<file path="src/design/atc_pkg.sv">
// ==========================================================
package atc_pkg;

  localparam int ADDR_W = 8;
  localparam int DATA_W = 32;
  localparam int CTRL_W = 16;
  localparam int IRQ_W = 4;
  localparam int STAT_W = 7;

  // ==========================================================
  // register map
  localparam logic [ADDR_W-1:0] ADDR_CTRL = 8'h17;
  localparam logic [ADDR_W-1:0] ADDR_HALT = 8'h18;
  localparam logic [ADDR_W-1:0] ADDR_RESTART = 8'h19;
  localparam logic [ADDR_W-1:0] ADDR_STATE = 8'h30;
  localparam logic [ADDR_W-1:0] ADDR_IRQ_STAT = 8'h31;
  localparam logic [ADDR_W-1:0] ADDR_IRQ_MASK = 8'h32;

  // ==========================================================
  // control word fields
  localparam int BIT_FL_EN = 14;
  localparam int BIT_SWEEP_MODE = 13;
  localparam int VLEN_LSB = 9;
  localparam int VLEN_W = 4;
  localparam int FLS_LSB = 5;
  localparam int FLS_W = 4;
  localparam int BIT_SM_CTRL = 4;
  localparam int BIT_ACQ_SEL = 3;
  localparam int BIT_UP_LOCK = 2;
  localparam int BIT_SWEEP_EN = 0;
  localparam logic [CTRL_W-1:0] CTRL_RESET = 16'h0000;
  localparam logic [VLEN_W-1:0] CNT_ONE = 4'h1;

  // ==========================================================
  // interrupt status bits
  localparam int IRQ_LOCKED = 0;
  localparam int IRQ_LOST = 1;
  localparam int IRQ_FALSE = 2;
  localparam int IRQ_PERIOD = 3;

  // ==========================================================
  // status output bus bits
  localparam int ST_HALTED = 0;
  localparam int ST_ACC_RUN = 1;
  localparam int ST_SWEEP = 2;
  localparam int ST_ACQ_SET = 3;
  localparam int ST_VERIFY = 4;
  localparam int ST_FALSE = 5;
  localparam int ST_LOCK = 6;

  typedef enum logic [3:0] {
    ATC_ACQ = 4'h1,
    ATC_VERIFY = 4'h2,
    ATC_LOCKED = 4'h4,
    ATC_FALSE = 4'h8
  } atc_state_type;

endpackage : atc_pkg

</file>
<file path="src/design/atc_acq_track_ctrl.sv">
// Added by the designer: the plain strobed port.
module atc_acq_track_ctrl #(
  parameter int SWEEP_W = 16
) (
  input wire logic sys_clk,
  input wire logic rst,
  input wire logic clk_en,
  input wire logic [atc_pkg::ADDR_W-1:0] reg_addr,
  input wire logic [atc_pkg::DATA_W-1:0] reg_wdata,
  input wire logic reg_wr,
  input wire logic reg_rd,
  output logic [atc_pkg::DATA_W-1:0] reg_rdata,
  input wire logic integ_done,
  input wire logic lock_ovf,
  input wire logic fl_ovf,
  input wire logic compute_tick,
  input wire logic [SWEEP_W-1:0] sweep_in,
  output logic [SWEEP_W-1:0] sweep_to_lag,
  output logic lock_acc_run,
  output logic acq_param_sel,
  output logic fl_acc_enable,
  output logic [atc_pkg::STAT_W-1:0] status_output_bus,
  output logic lock_indication_status_bit,
  output logic irq
);
  import atc_pkg::*;

  // ==========================================================
  // parameter check
  if (SWEEP_W < 1 || SWEEP_W > DATA_W) begin : g_bad_width
    $error("SWEEP_W must lie between 1 and DATA_W");
  end

  typedef struct packed {
    logic [CTRL_W-1:0] ctrl;
    atc_state_type state;
    logic [VLEN_W-1:0] verify_cnt;
    logic [FLS_W-1:0] sweep_cnt;
    logic acc_run;
    logic halt_req;
    logic halted;
    logic [IRQ_W-1:0] irq_stat;
    logic [IRQ_W-1:0] irq_mask;
    logic [DATA_W-1:0] rdata;
    logic [SWEEP_W-1:0] sweep_out;
    logic [STAT_W-1:0] status;
  } atc_regs_type;

  atc_regs_type q;
  atc_regs_type d;

  logic sm_mode;
  logic wr_ctrl;
  logic [IRQ_W-1:0] ev;
  logic sweep_on;
  logic tick;

  assign sm_mode = q.ctrl[BIT_SM_CTRL];
  assign wr_ctrl = reg_wr && (reg_addr == ADDR_CTRL);
  // a period only counts while the accumulator is running
  assign tick = integ_done && q.acc_run;

  // ==========================================================
  // next state
  always_comb begin
    d = q;
    d.rdata = '0;
    ev = '0;
    sweep_on = 1'b0;

    // ---- processor-controlled accumulator ----
    if (!sm_mode) begin
      if (tick) begin
        d.acc_run = 1'b0;
        ev[IRQ_PERIOD] = 1'b1;
      end
    end else begin
      // ---- internal state machine ----
      case (q.state)
        ATC_ACQ: begin
          if (tick && lock_ovf) begin
            if (q.ctrl[VLEN_LSB +: VLEN_W] == '0) begin
              d.state = ATC_LOCKED;
              ev[IRQ_LOCKED] = 1'b1;
            end else begin
              d.state = ATC_VERIFY;
              d.verify_cnt = q.ctrl[VLEN_LSB +: VLEN_W];
            end
          end
        end
        ATC_VERIFY: begin
          if (q.ctrl[BIT_FL_EN] && fl_ovf && q.acc_run) begin
            d.state = ATC_FALSE;
            d.sweep_cnt = q.ctrl[FLS_LSB +: FLS_W];
            ev[IRQ_FALSE] = 1'b1;
          end else if (tick) begin
            if (!lock_ovf) begin
              d.state = ATC_ACQ;
            end else if (q.verify_cnt == CNT_ONE) begin
              d.state = ATC_LOCKED;
              ev[IRQ_LOCKED] = 1'b1;
            end else begin
              d.verify_cnt = q.verify_cnt - CNT_ONE;
            end
          end
        end
        ATC_LOCKED: begin
          if (tick && !lock_ovf) begin
            d.state = ATC_ACQ;
            ev[IRQ_LOST] = 1'b1;
          end
        end
        ATC_FALSE: begin
          sweep_on = 1'b1;
          if (q.ctrl[BIT_SWEEP_MODE] ? tick : (compute_tick && q.acc_run)) begin
            if (q.sweep_cnt <= CNT_ONE) begin
              d.state = ATC_ACQ;
            end else begin
              d.sweep_cnt = q.sweep_cnt - CNT_ONE;
            end
          end
        end
        default: begin
          d.state = ATC_ACQ;
        end
      endcase
      // stop only at the end of the current period
      if (tick && q.halt_req) begin
        d.acc_run = 1'b0;
        d.halted = 1'b1;
        d.halt_req = 1'b0;
      end
    end

    // ---- register writes ----
    if (reg_wr) begin
      case (reg_addr)
        ADDR_CTRL: begin
          d.ctrl = reg_wdata[CTRL_W-1:0];
          if (!sm_mode && reg_wdata[BIT_SM_CTRL]) begin
            d.state = reg_wdata[BIT_UP_LOCK] ? ATC_LOCKED : ATC_ACQ;
            d.acc_run = !q.halted;
          end
        end
        ADDR_HALT: begin
          d.halt_req = sm_mode;
        end
        ADDR_RESTART: begin
          d.halt_req = 1'b0;
          d.halted = 1'b0;
          d.acc_run = 1'b1;
        end
        ADDR_IRQ_MASK: begin
          d.irq_mask = reg_wdata[IRQ_W-1:0];
        end
        default: begin
          d.irq_mask = q.irq_mask;
        end
      endcase
    end

    // ---- reads; sticky bits clear on read, new events win ----
    d.irq_stat = q.irq_stat | ev;
    if (reg_rd) begin
      case (reg_addr)
        ADDR_STATE: begin
          d.rdata = {{(DATA_W-4-VLEN_W-FLS_W-3){1'b0}}, q.halted, q.halt_req,
                     q.acc_run, q.sweep_cnt, q.verify_cnt, q.state};
        end
        ADDR_IRQ_STAT: begin
          d.rdata = {{(DATA_W-IRQ_W){1'b0}}, q.irq_stat};
          d.irq_stat = ev;
        end
        ADDR_IRQ_MASK: begin
          d.rdata = {{(DATA_W-IRQ_W){1'b0}}, q.irq_mask};
        end
        default: begin
          d.rdata = '0;
        end
      endcase
    end

    // ---- outputs, registered from the next state ----
    if (!d.ctrl[BIT_SM_CTRL]) begin
      sweep_on = d.ctrl[BIT_SWEEP_EN];
    end else begin
      sweep_on = (d.state == ATC_FALSE);
    end
    d.sweep_out = sweep_on ? sweep_in : '0;
    d.status = '0;
    d.status[ST_HALTED] = d.halted;
    d.status[ST_ACC_RUN] = d.acc_run;
    d.status[ST_SWEEP] = sweep_on;
    if (!d.ctrl[BIT_SM_CTRL]) begin
      d.status[ST_ACQ_SET] = d.ctrl[BIT_ACQ_SEL];
      d.status[ST_LOCK] = d.ctrl[BIT_UP_LOCK];
    end else begin
      d.status[ST_ACQ_SET] = (d.state == ATC_ACQ) || (d.state == ATC_FALSE);
      d.status[ST_LOCK] = (d.state == ATC_LOCKED);
      d.status[ST_VERIFY] = (d.state == ATC_VERIFY);
      d.status[ST_FALSE] = (d.state == ATC_FALSE);
    end
  end

  // ==========================================================
  // state register
  always_ff @(posedge sys_clk or posedge rst) begin
    if (rst) begin
      q.ctrl <= CTRL_RESET;
      q.state <= ATC_ACQ;
      q.verify_cnt <= '0;
      q.sweep_cnt <= '0;
      q.acc_run <= 1'b0;
      q.halt_req <= 1'b0;
      q.halted <= 1'b0;
      q.irq_stat <= '0;
      q.irq_mask <= '0;
      q.rdata <= '0;
      q.sweep_out <= '0;
      q.status <= '0;
    end else if (clk_en) begin
      q <= d;
    end
  end

  // ==========================================================
  // outputs
  assign reg_rdata = q.rdata;
  assign sweep_to_lag = q.sweep_out;
  assign lock_acc_run = q.status[ST_ACC_RUN];
  assign acq_param_sel = q.status[ST_ACQ_SET];
  assign fl_acc_enable = sm_mode && (q.state == ATC_VERIFY);
  assign status_output_bus = q.status;
  assign lock_indication_status_bit = q.status[ST_LOCK];
  assign irq = |(q.irq_stat & q.irq_mask);
endmodule : atc_acq_track_ctrl

</file>
<file path="config.mk">
export PLATFORM = sky130hd
export DESIGN_NAME = atc_acq_track_ctrl
export DESIGN_NICKNAME = d
export VERILOG_FILES = /design/src/design/atc_pkg.sv /design/src/design/atc_acq_track_ctrl.sv
export SDC_FILE = /design/constraint.sdc
export NUM_CORES = 1
export LEC_CHECK = 0
export ABC_CLOCK_PERIOD_IN_PS = 3300
export BUFFER_PORTS_ARGS = -buffer_cell sky130_fd_sc_hd__buf_4
export CORE_MARGIN = 2
export CORE_UTILIZATION = 52
export CTS_CLUSTER_DIAMETER = 50
export DETAILED_ROUTE_END_ITERATION = 7
export PLACE_DENSITY_LB_ADDON = 0.3
export SETUP_SLACK_MARGIN = 0.02
export SYNTH_ARGS = -nofsm -noshare
export SYNTH_HDL_FRONTEND = slang
export SYNTH_SLANG_ARGS = --single-unit
</file>
<file path="constraint.sdc">
create_clock -name sys_clk -period 3.3 [get_ports sys_clk]
set_input_delay 0.165 -clock sys_clk [delete_from_list [all_inputs] [get_ports sys_clk]]
set_output_delay 0.165 -clock sys_clk [all_outputs]
set_load 0.01 [all_outputs]
</file>
# Yosys cells after proc, flatten, opt, wreduce, memory -nomap -nowiden
# Index checks and enable logic that the tools add are counted.
# word_totals
regBits	93
inputBits	65
out_inout_bits	60
elab_cells	120
# op_classes
addsub	2
order_cmp	1
eq_ne	24
muxes	57
n_bitwise	2
n_reduce_logical	21
# op_table
operator	n
2-to-1 mux 4 bit	16
case mux 15 bit (3 select lines)	1
equality test 8 x 5 -> 1 bit (second input constant)	3
equality test 8 x 6 -> 1 bit (second input constant)	3
2-to-1 mux 1 bit	20
2-to-1 mux 9 bit	2
!= test 2 bit (second input constant)	9
2-to-1 mux 16 bit	1
2-to-1 mux 8 bit	2
case mux 4 bit (2 select lines)	2
case mux 4 bit (4 select lines)	1
2-to-1 mux 15 bit	1
2-to-1 mux 3 bit	5
equality test 4 x 1 -> 1 bit (second input constant)	3
2-to-1 mux 12 bit	1
logical AND 1 bit	9
AND reduction 9 bit	1
equality test 4 x 2 -> 1 bit (second input constant)	2
equality test 4 x 3 -> 1 bit (second input constant)	2
equality test 4 bit (second input constant)	2
subtractor 4 x 1 -> 4 bit (second input constant)	2
case mux 1 bit (2 select lines)	3
AND reduction 3 bit	2
AND reduction 6 bit	1
9 further kinds	13

# Logic depth before layout (Yosys ltp)
# logic_depth
ltp_word	13
depth_mapped	9
depth_no_buf	8

# Worst setup path after synthesis
# Ideal clock, no wire load.
# synth_path
path_type	reg2reg
startpoint	register q[76] in the netlist's numbering
endpoint	register q (netlist bit status_output_bus[2])
setup_ns	0.131
arrival_time_ns	2.215
required_time_ns	3.169
setup_slack_ns	0.954
path_stages_with_launch	9
n_path_buf	2
path_cell_list	dfrtp_1 clkbuf_1 nor4b_2 or4b_1 o221ai_1 a211oi_2 a31oi_4 buf_6 o21ai_1
# synth_via
elab_chain_len	11
# synth_lines
item	line	text
start: declaration	atc_acq_track_ctrl.sv:49	atc_regs_type q;
2-to-1 mux 4 bit	atc_acq_track_ctrl.sv:99	end else if (q.verify_cnt == CNT_ONE) begin
2-to-1 mux 4 bit	atc_acq_track_ctrl.sv:97	if (!lock_ovf) begin
2-to-1 mux 8 bit	atc_acq_track_ctrl.sv:96	end else if (tick) begin
2-to-1 mux 4 bit	atc_acq_track_ctrl.sv:92	if (q.ctrl[BIT_FL_EN] && fl_ovf && q.acc_run) begin
case mux 4 bit (4 select lines)	atc_acq_track_ctrl.sv:79	case (q.state)
2-to-1 mux 12 bit *	atc_acq_track_ctrl.sv:72	if (!sm_mode) begin
2-to-1 mux 4 bit	atc_acq_track_ctrl.sv:140	if (!sm_mode && reg_wdata[BIT_SM_CTRL]) begin
2-to-1 mux 9 bit	atc_acq_track_ctrl.sv:137	case (reg_addr)
2-to-1 mux 9 bit *	atc_acq_track_ctrl.sv:136	if (reg_wr) begin
equality test 4 bit *	atc_acq_track_ctrl.sv:187	sweep_on = (d.state == ATC_FALSE);
2-to-1 mux 1 bit *	atc_acq_track_ctrl.sv:184	if (!d.ctrl[BIT_SM_CTRL]) begin
# Mark *: on every way between the ends. The rest lies on a longest branch, timed or not. The select of a mux whose other input is x is not followed.
# A chain may end at the register's enable or synchronous reset.

# Worst setup path in the final report
# layout_path
startpoint	register q[74] in the netlist's numbering
endpoint	register q (netlist bit sweep_to_lag[8])
# layout_via
elab_chain_len	12
# layout_lines
item	line	text
2-to-1 mux 4 bit	atc_acq_track_ctrl.sv:99	
2-to-1 mux 4 bit	atc_acq_track_ctrl.sv:97	
2-to-1 mux 8 bit	atc_acq_track_ctrl.sv:96	
2-to-1 mux 4 bit	atc_acq_track_ctrl.sv:92	
case mux 4 bit (4 select lines)	atc_acq_track_ctrl.sv:79	
2-to-1 mux 12 bit *	atc_acq_track_ctrl.sv:72	
2-to-1 mux 4 bit	atc_acq_track_ctrl.sv:140	
2-to-1 mux 9 bit	atc_acq_track_ctrl.sv:137	
2-to-1 mux 9 bit *	atc_acq_track_ctrl.sv:136	
equality test 4 bit *	atc_acq_track_ctrl.sv:187	
2-to-1 mux 1 bit *	atc_acq_track_ctrl.sv:184	
2-to-1 mux 16 bit *	atc_acq_track_ctrl.sv:189	d.sweep_out = sweep_on ? sweep_in : '0;
# Marks and branches as above.

==> insert_results.sql <==
INSERT INTO impl_metrics (metric_group, metric, value, unit) VALUES
('sta', 'tns_setup', '0', 'ps'),
('outcome', 'run_status', 'finished, final reports clean', ''),
('yosys', 'seq_area_frac_synth', '44.8', '%'),
('clock_network', 'clock_insertion_delay_worst_skew', '360', 'ps'),
('finish', 'drive_above_1_share', '30.8', '%'),
('yosys', 'post_synth_instance_area', '4080', 'um^2'),
('grt', 'grt_max_degree', '48', ''),
('finish', 'multi_input_area', '1710', 'um^2'),
('worst_setup_path', 'worst_path_largest_cell_delay', '610', 'ps'),
('drt', 'detailroute.via_count', '3044', ''),
('worst_setup_path', 'worst_ep_required_time', '3510', 'ps'),
('run', 'number_of_maximum_capacitance_constraint_violations', '0', ''),
('finish', 'nNetsFinal', '515', ''),
('yosys', 'synth-edff-count', '0', ''),
('sta', 'worst-slew-pin-transition', '677', 'ps'),
('finish', 'area.growth.synth_to_final', '16.2', '%'),
('drt', 'route.final.wire_length', '8640', 'um'),
('floorplan', 'die_boundary_width', '92.6', 'um'),
('clock_network', 'h_tree_level_count', '3', ''),
('placed_design', 'place_congestion', '0.910', ''),
('clock_network', 'cts_inserted_buffers', '9', ''),
('drt', 'dr.first_iter.drc_count', '224', ''),
('drt', 'post_drt_via_cell_ratio', '5.50', ''),
('yosys', 'post-synth-top-area-fraction', '44.1', '%'),
('sta', 'finalCriticalPeriod', '2610', 'ps'),
('sta', 'clock.fmax', '384', 'MHz'),
('yosys', 'synth.most_common_cell', 'dfrtp_1', ''),
('yosys', 'post_synth.cell_area_avg', '10.3', 'um^2'),
('floorplan', 'fp.dieArea', '8580', 'um^2'),
('yosys', 'syn-instance-count', '395', ''),
('sta', 'finalSetupViolCount', '0', ''),
('clock_network', 'cts_buffer_depth', '2', ''),
('yosys', 'post_synth_num_cell_types', '65', ''),
('worst_setup_path', 'arrival', '2820', 'ps'),
('placed_design', 'placement.io_buffers', '90', ''),
('yosys', 'main_area_contributors_after_synthesis', 'dfrtp_1, buf_4, o2bb2ai_2', ''),
('yosys', 'synth-main-ff-cell', 'dfrtp_1', ''),
('floorplan', 'starting_density_of_the_core', '53.1', '%'),
('clock_network', 'clock_tree_from_tritoncts', 'done', ''),
('sta', 'slew_headroom', '54.8', '%'),
('sta', 'rsz_0062_raised_after_global_routing', 'no', ''),
('worst_setup_path', 'crit_chain', 'nor4b_2 -> buf_4 -> or4b_1 -> o221ai_1 -> a211oi_2 -> a31oi_4 -> o2bb2ai_1', ''),
('placed_design', 'dp.final_hpwl', '6300', 'um'),
('drt', 'first_pass_iters', '5', ''),
('finish', 'antenna_cells', '0', ''),
('worst_setup_path', 'critical-path-top-delay-family', 'compound AO/OA/AOI/OAI gates', ''),
('worst_setup_path', 'crit_fanout', '17', ''),
('clock_network', 'clock-root-buffer', 'clkbuf_8', ''),
('pwr', 'ir_drop', '0.254', 'mV'),
('finish', 'seq_area', '1830', 'um^2'),
('sta', 'finalHoldViolCount', '0', ''),
('floorplan', 'ios', '125', ''),
('worst_setup_path', 'cp-start-kind', 'register', ''),
('floorplan', 'placementRows', '32', ''),
('sta', 'skew', '12.0', 'ps'),
('finish', 'final_cells', '553', ''),
('grt', 'grt_first_pass_wirelength', '14200', 'um'),
('hold_path', 'worstHoldPathType', 'input pin to register', ''),
('worst_setup_path', 'timing.setup.critical_path_class', 'register to register', ''),
('floorplan', 'core', '7690', 'um^2'),
('drt', 'drtAntennaViolNets', '0', ''),
('sta', 'timing.final.crit_share', '79.0', '%'),
('pwr', 'p_leak', '2.34', 'nW'),
('worst_setup_path', 'endpoint_kind', 'register', ''),
('drt', 'routed_wire_length_per_instance', '15.6', 'um'),
('clock_network', 'path_clk_slew', '80', 'ps'),
('worst_setup_path', 'crit_path_top_delay_cell', 'dfstp_2', ''),
('yosys', 'synth.largest_area_cell', 'dfrtp_1', ''),
('floorplan', 'fp.dieH', '92.6', 'um'),
('grt', 'grt_usage', '21.0', '%'),
('sta', 'holdWs', '20.7', 'ps');
[sequential cells by signal, summed over array words and instances, names as in the netlist]
| name | count |
|---|---|
| status_output_bus | 7 |
| q | 35 |
| reg_rdata | 15 |
| sweep_to_lag | 16 |
[worst paths after layout]
path	slack, ps	to	startpoint	cells after the start
worst max-delay path	690	sweep_to_lag[8]	q[74]	7
worst min-delay path	20	q[90]	reg_wdata[12]	2
worst max register to register	690	sweep_to_lag[8]	q[74]	7
worst min register to register	490	reg_rdata[1]	reg_rdata[1]	1
max in group asynchronous	1850	q[59]	rst	4
min in group asynchronous	420	reg_rdata[11]	rst	3
[worst register-to-register path, stage by stage (launching register included)]
cell and delay (ps):
dfstp_2 610, nor4b_2 210, buf_4 180, or4b_1 430, o221ai_1 150, a211oi_2 150, a31oi_4 590, o2bb2ai_1 160
[metrics by stage]
stage / util (%) / instance area, um^2 / worst slack [ps] / power (mW)
6_report: 61.8 / 4750 / 694 / 2.32
5_1_grt: 61.8 / 4750 / 496 / 2.44
4_1_cts: 61.8 / 4750 / 681 / 2.32
3_5_place_dp: 58.5 / 4490 / 662 / 1.48
3_3_place_gp: 58.5 / 4490 / 701 / 1.47
2_1_floorplan: - / 4140 / 954 / 1.36
[per-layer routing]
metal,up-vias,GRT usage [%],wire (um)
met4,0,7.60,154
met2,102,31.7,4040
li1,1440,-,-
met5,-,0,0
met3,15,5.04,509
met1,1487,29.6,3940
[report_power, final]
group | internal, mW | switching (mW)
combinational | 0.202 | 0.228
clock | 0.506 | 0.347
sequential | 0.959 | 0.0748
total | 1.67 | 0.650
[cell usage in the layout, fill, tap and decap left out, types with 4 or more instances in the layout]
master / netlist / final
nand3_1: 8 / 8
buf_4: 55 / 96
o2bb2ai_2: 9 / 9
clkbuf_8: 0 / 9
nor3_1: 7 / 7
a21o_1: 4 / 4
inv_1: 28 / 27
dfrtp_1: 72 / 72
nor2_1: 26 / 26
o21a_1: 4 / 4
mux2_1: 9 / 9
a22o_1: 13 / 13
mux2_2: 10 / 10
o21ai_0: 16 / 16
conb_1: 1 / 17
ha_1: 4 / 4
a21oi_1: 17 / 17
mux2i_1: 7 / 7
nand2_1: 13 / 13
o2bb2ai_1: 13 / 13
[area by class of cell]
| type | count | area share (%) |
|---|---|---|
| timing repair buffer | 97 | 15.4 |
| multi-input combinational | 236 | 36.0 |
| inverter | 29 | 2.29 |
| sequential | 73 | 38.5 |
| clock inverter | 6 | 2.42 |
| clock buffer | 10 | 2.69 |
| tap | 102 | 2.69 |
[cell families (layout without fill, tap and decap cells)]
| kind of cell | Yosys count | count (layout) | synth area share (%) |
|---|---|---|---|
| XOR/XNOR | 1 | 1 | 0.214 |
| flip-flops | 73 | 73 | 44.8 |
| AND/OR/NAND/NOR | 83 | 83 | 11.0 |
| buffers and inverters | 102 | 142 | 14.9 |
| other | 1 | 17 | 0.0918 |
| AO/OA/AOI/OAI | 105 | 105 | 20.9 |
| adder cells (fa/ha/maj) | 4 | 4 | 1.23 |
| multiplexers | 26 | 26 | 6.95 |
[repair_timing]
item | CTS | global route
setup buffers | 0 | 0
resized for setup | 0 | 0
endpoints found under the hold margin | 26 | 0
hold buffers | 1 | 0
No activity file was read; power rests on OpenSTA's default activity.
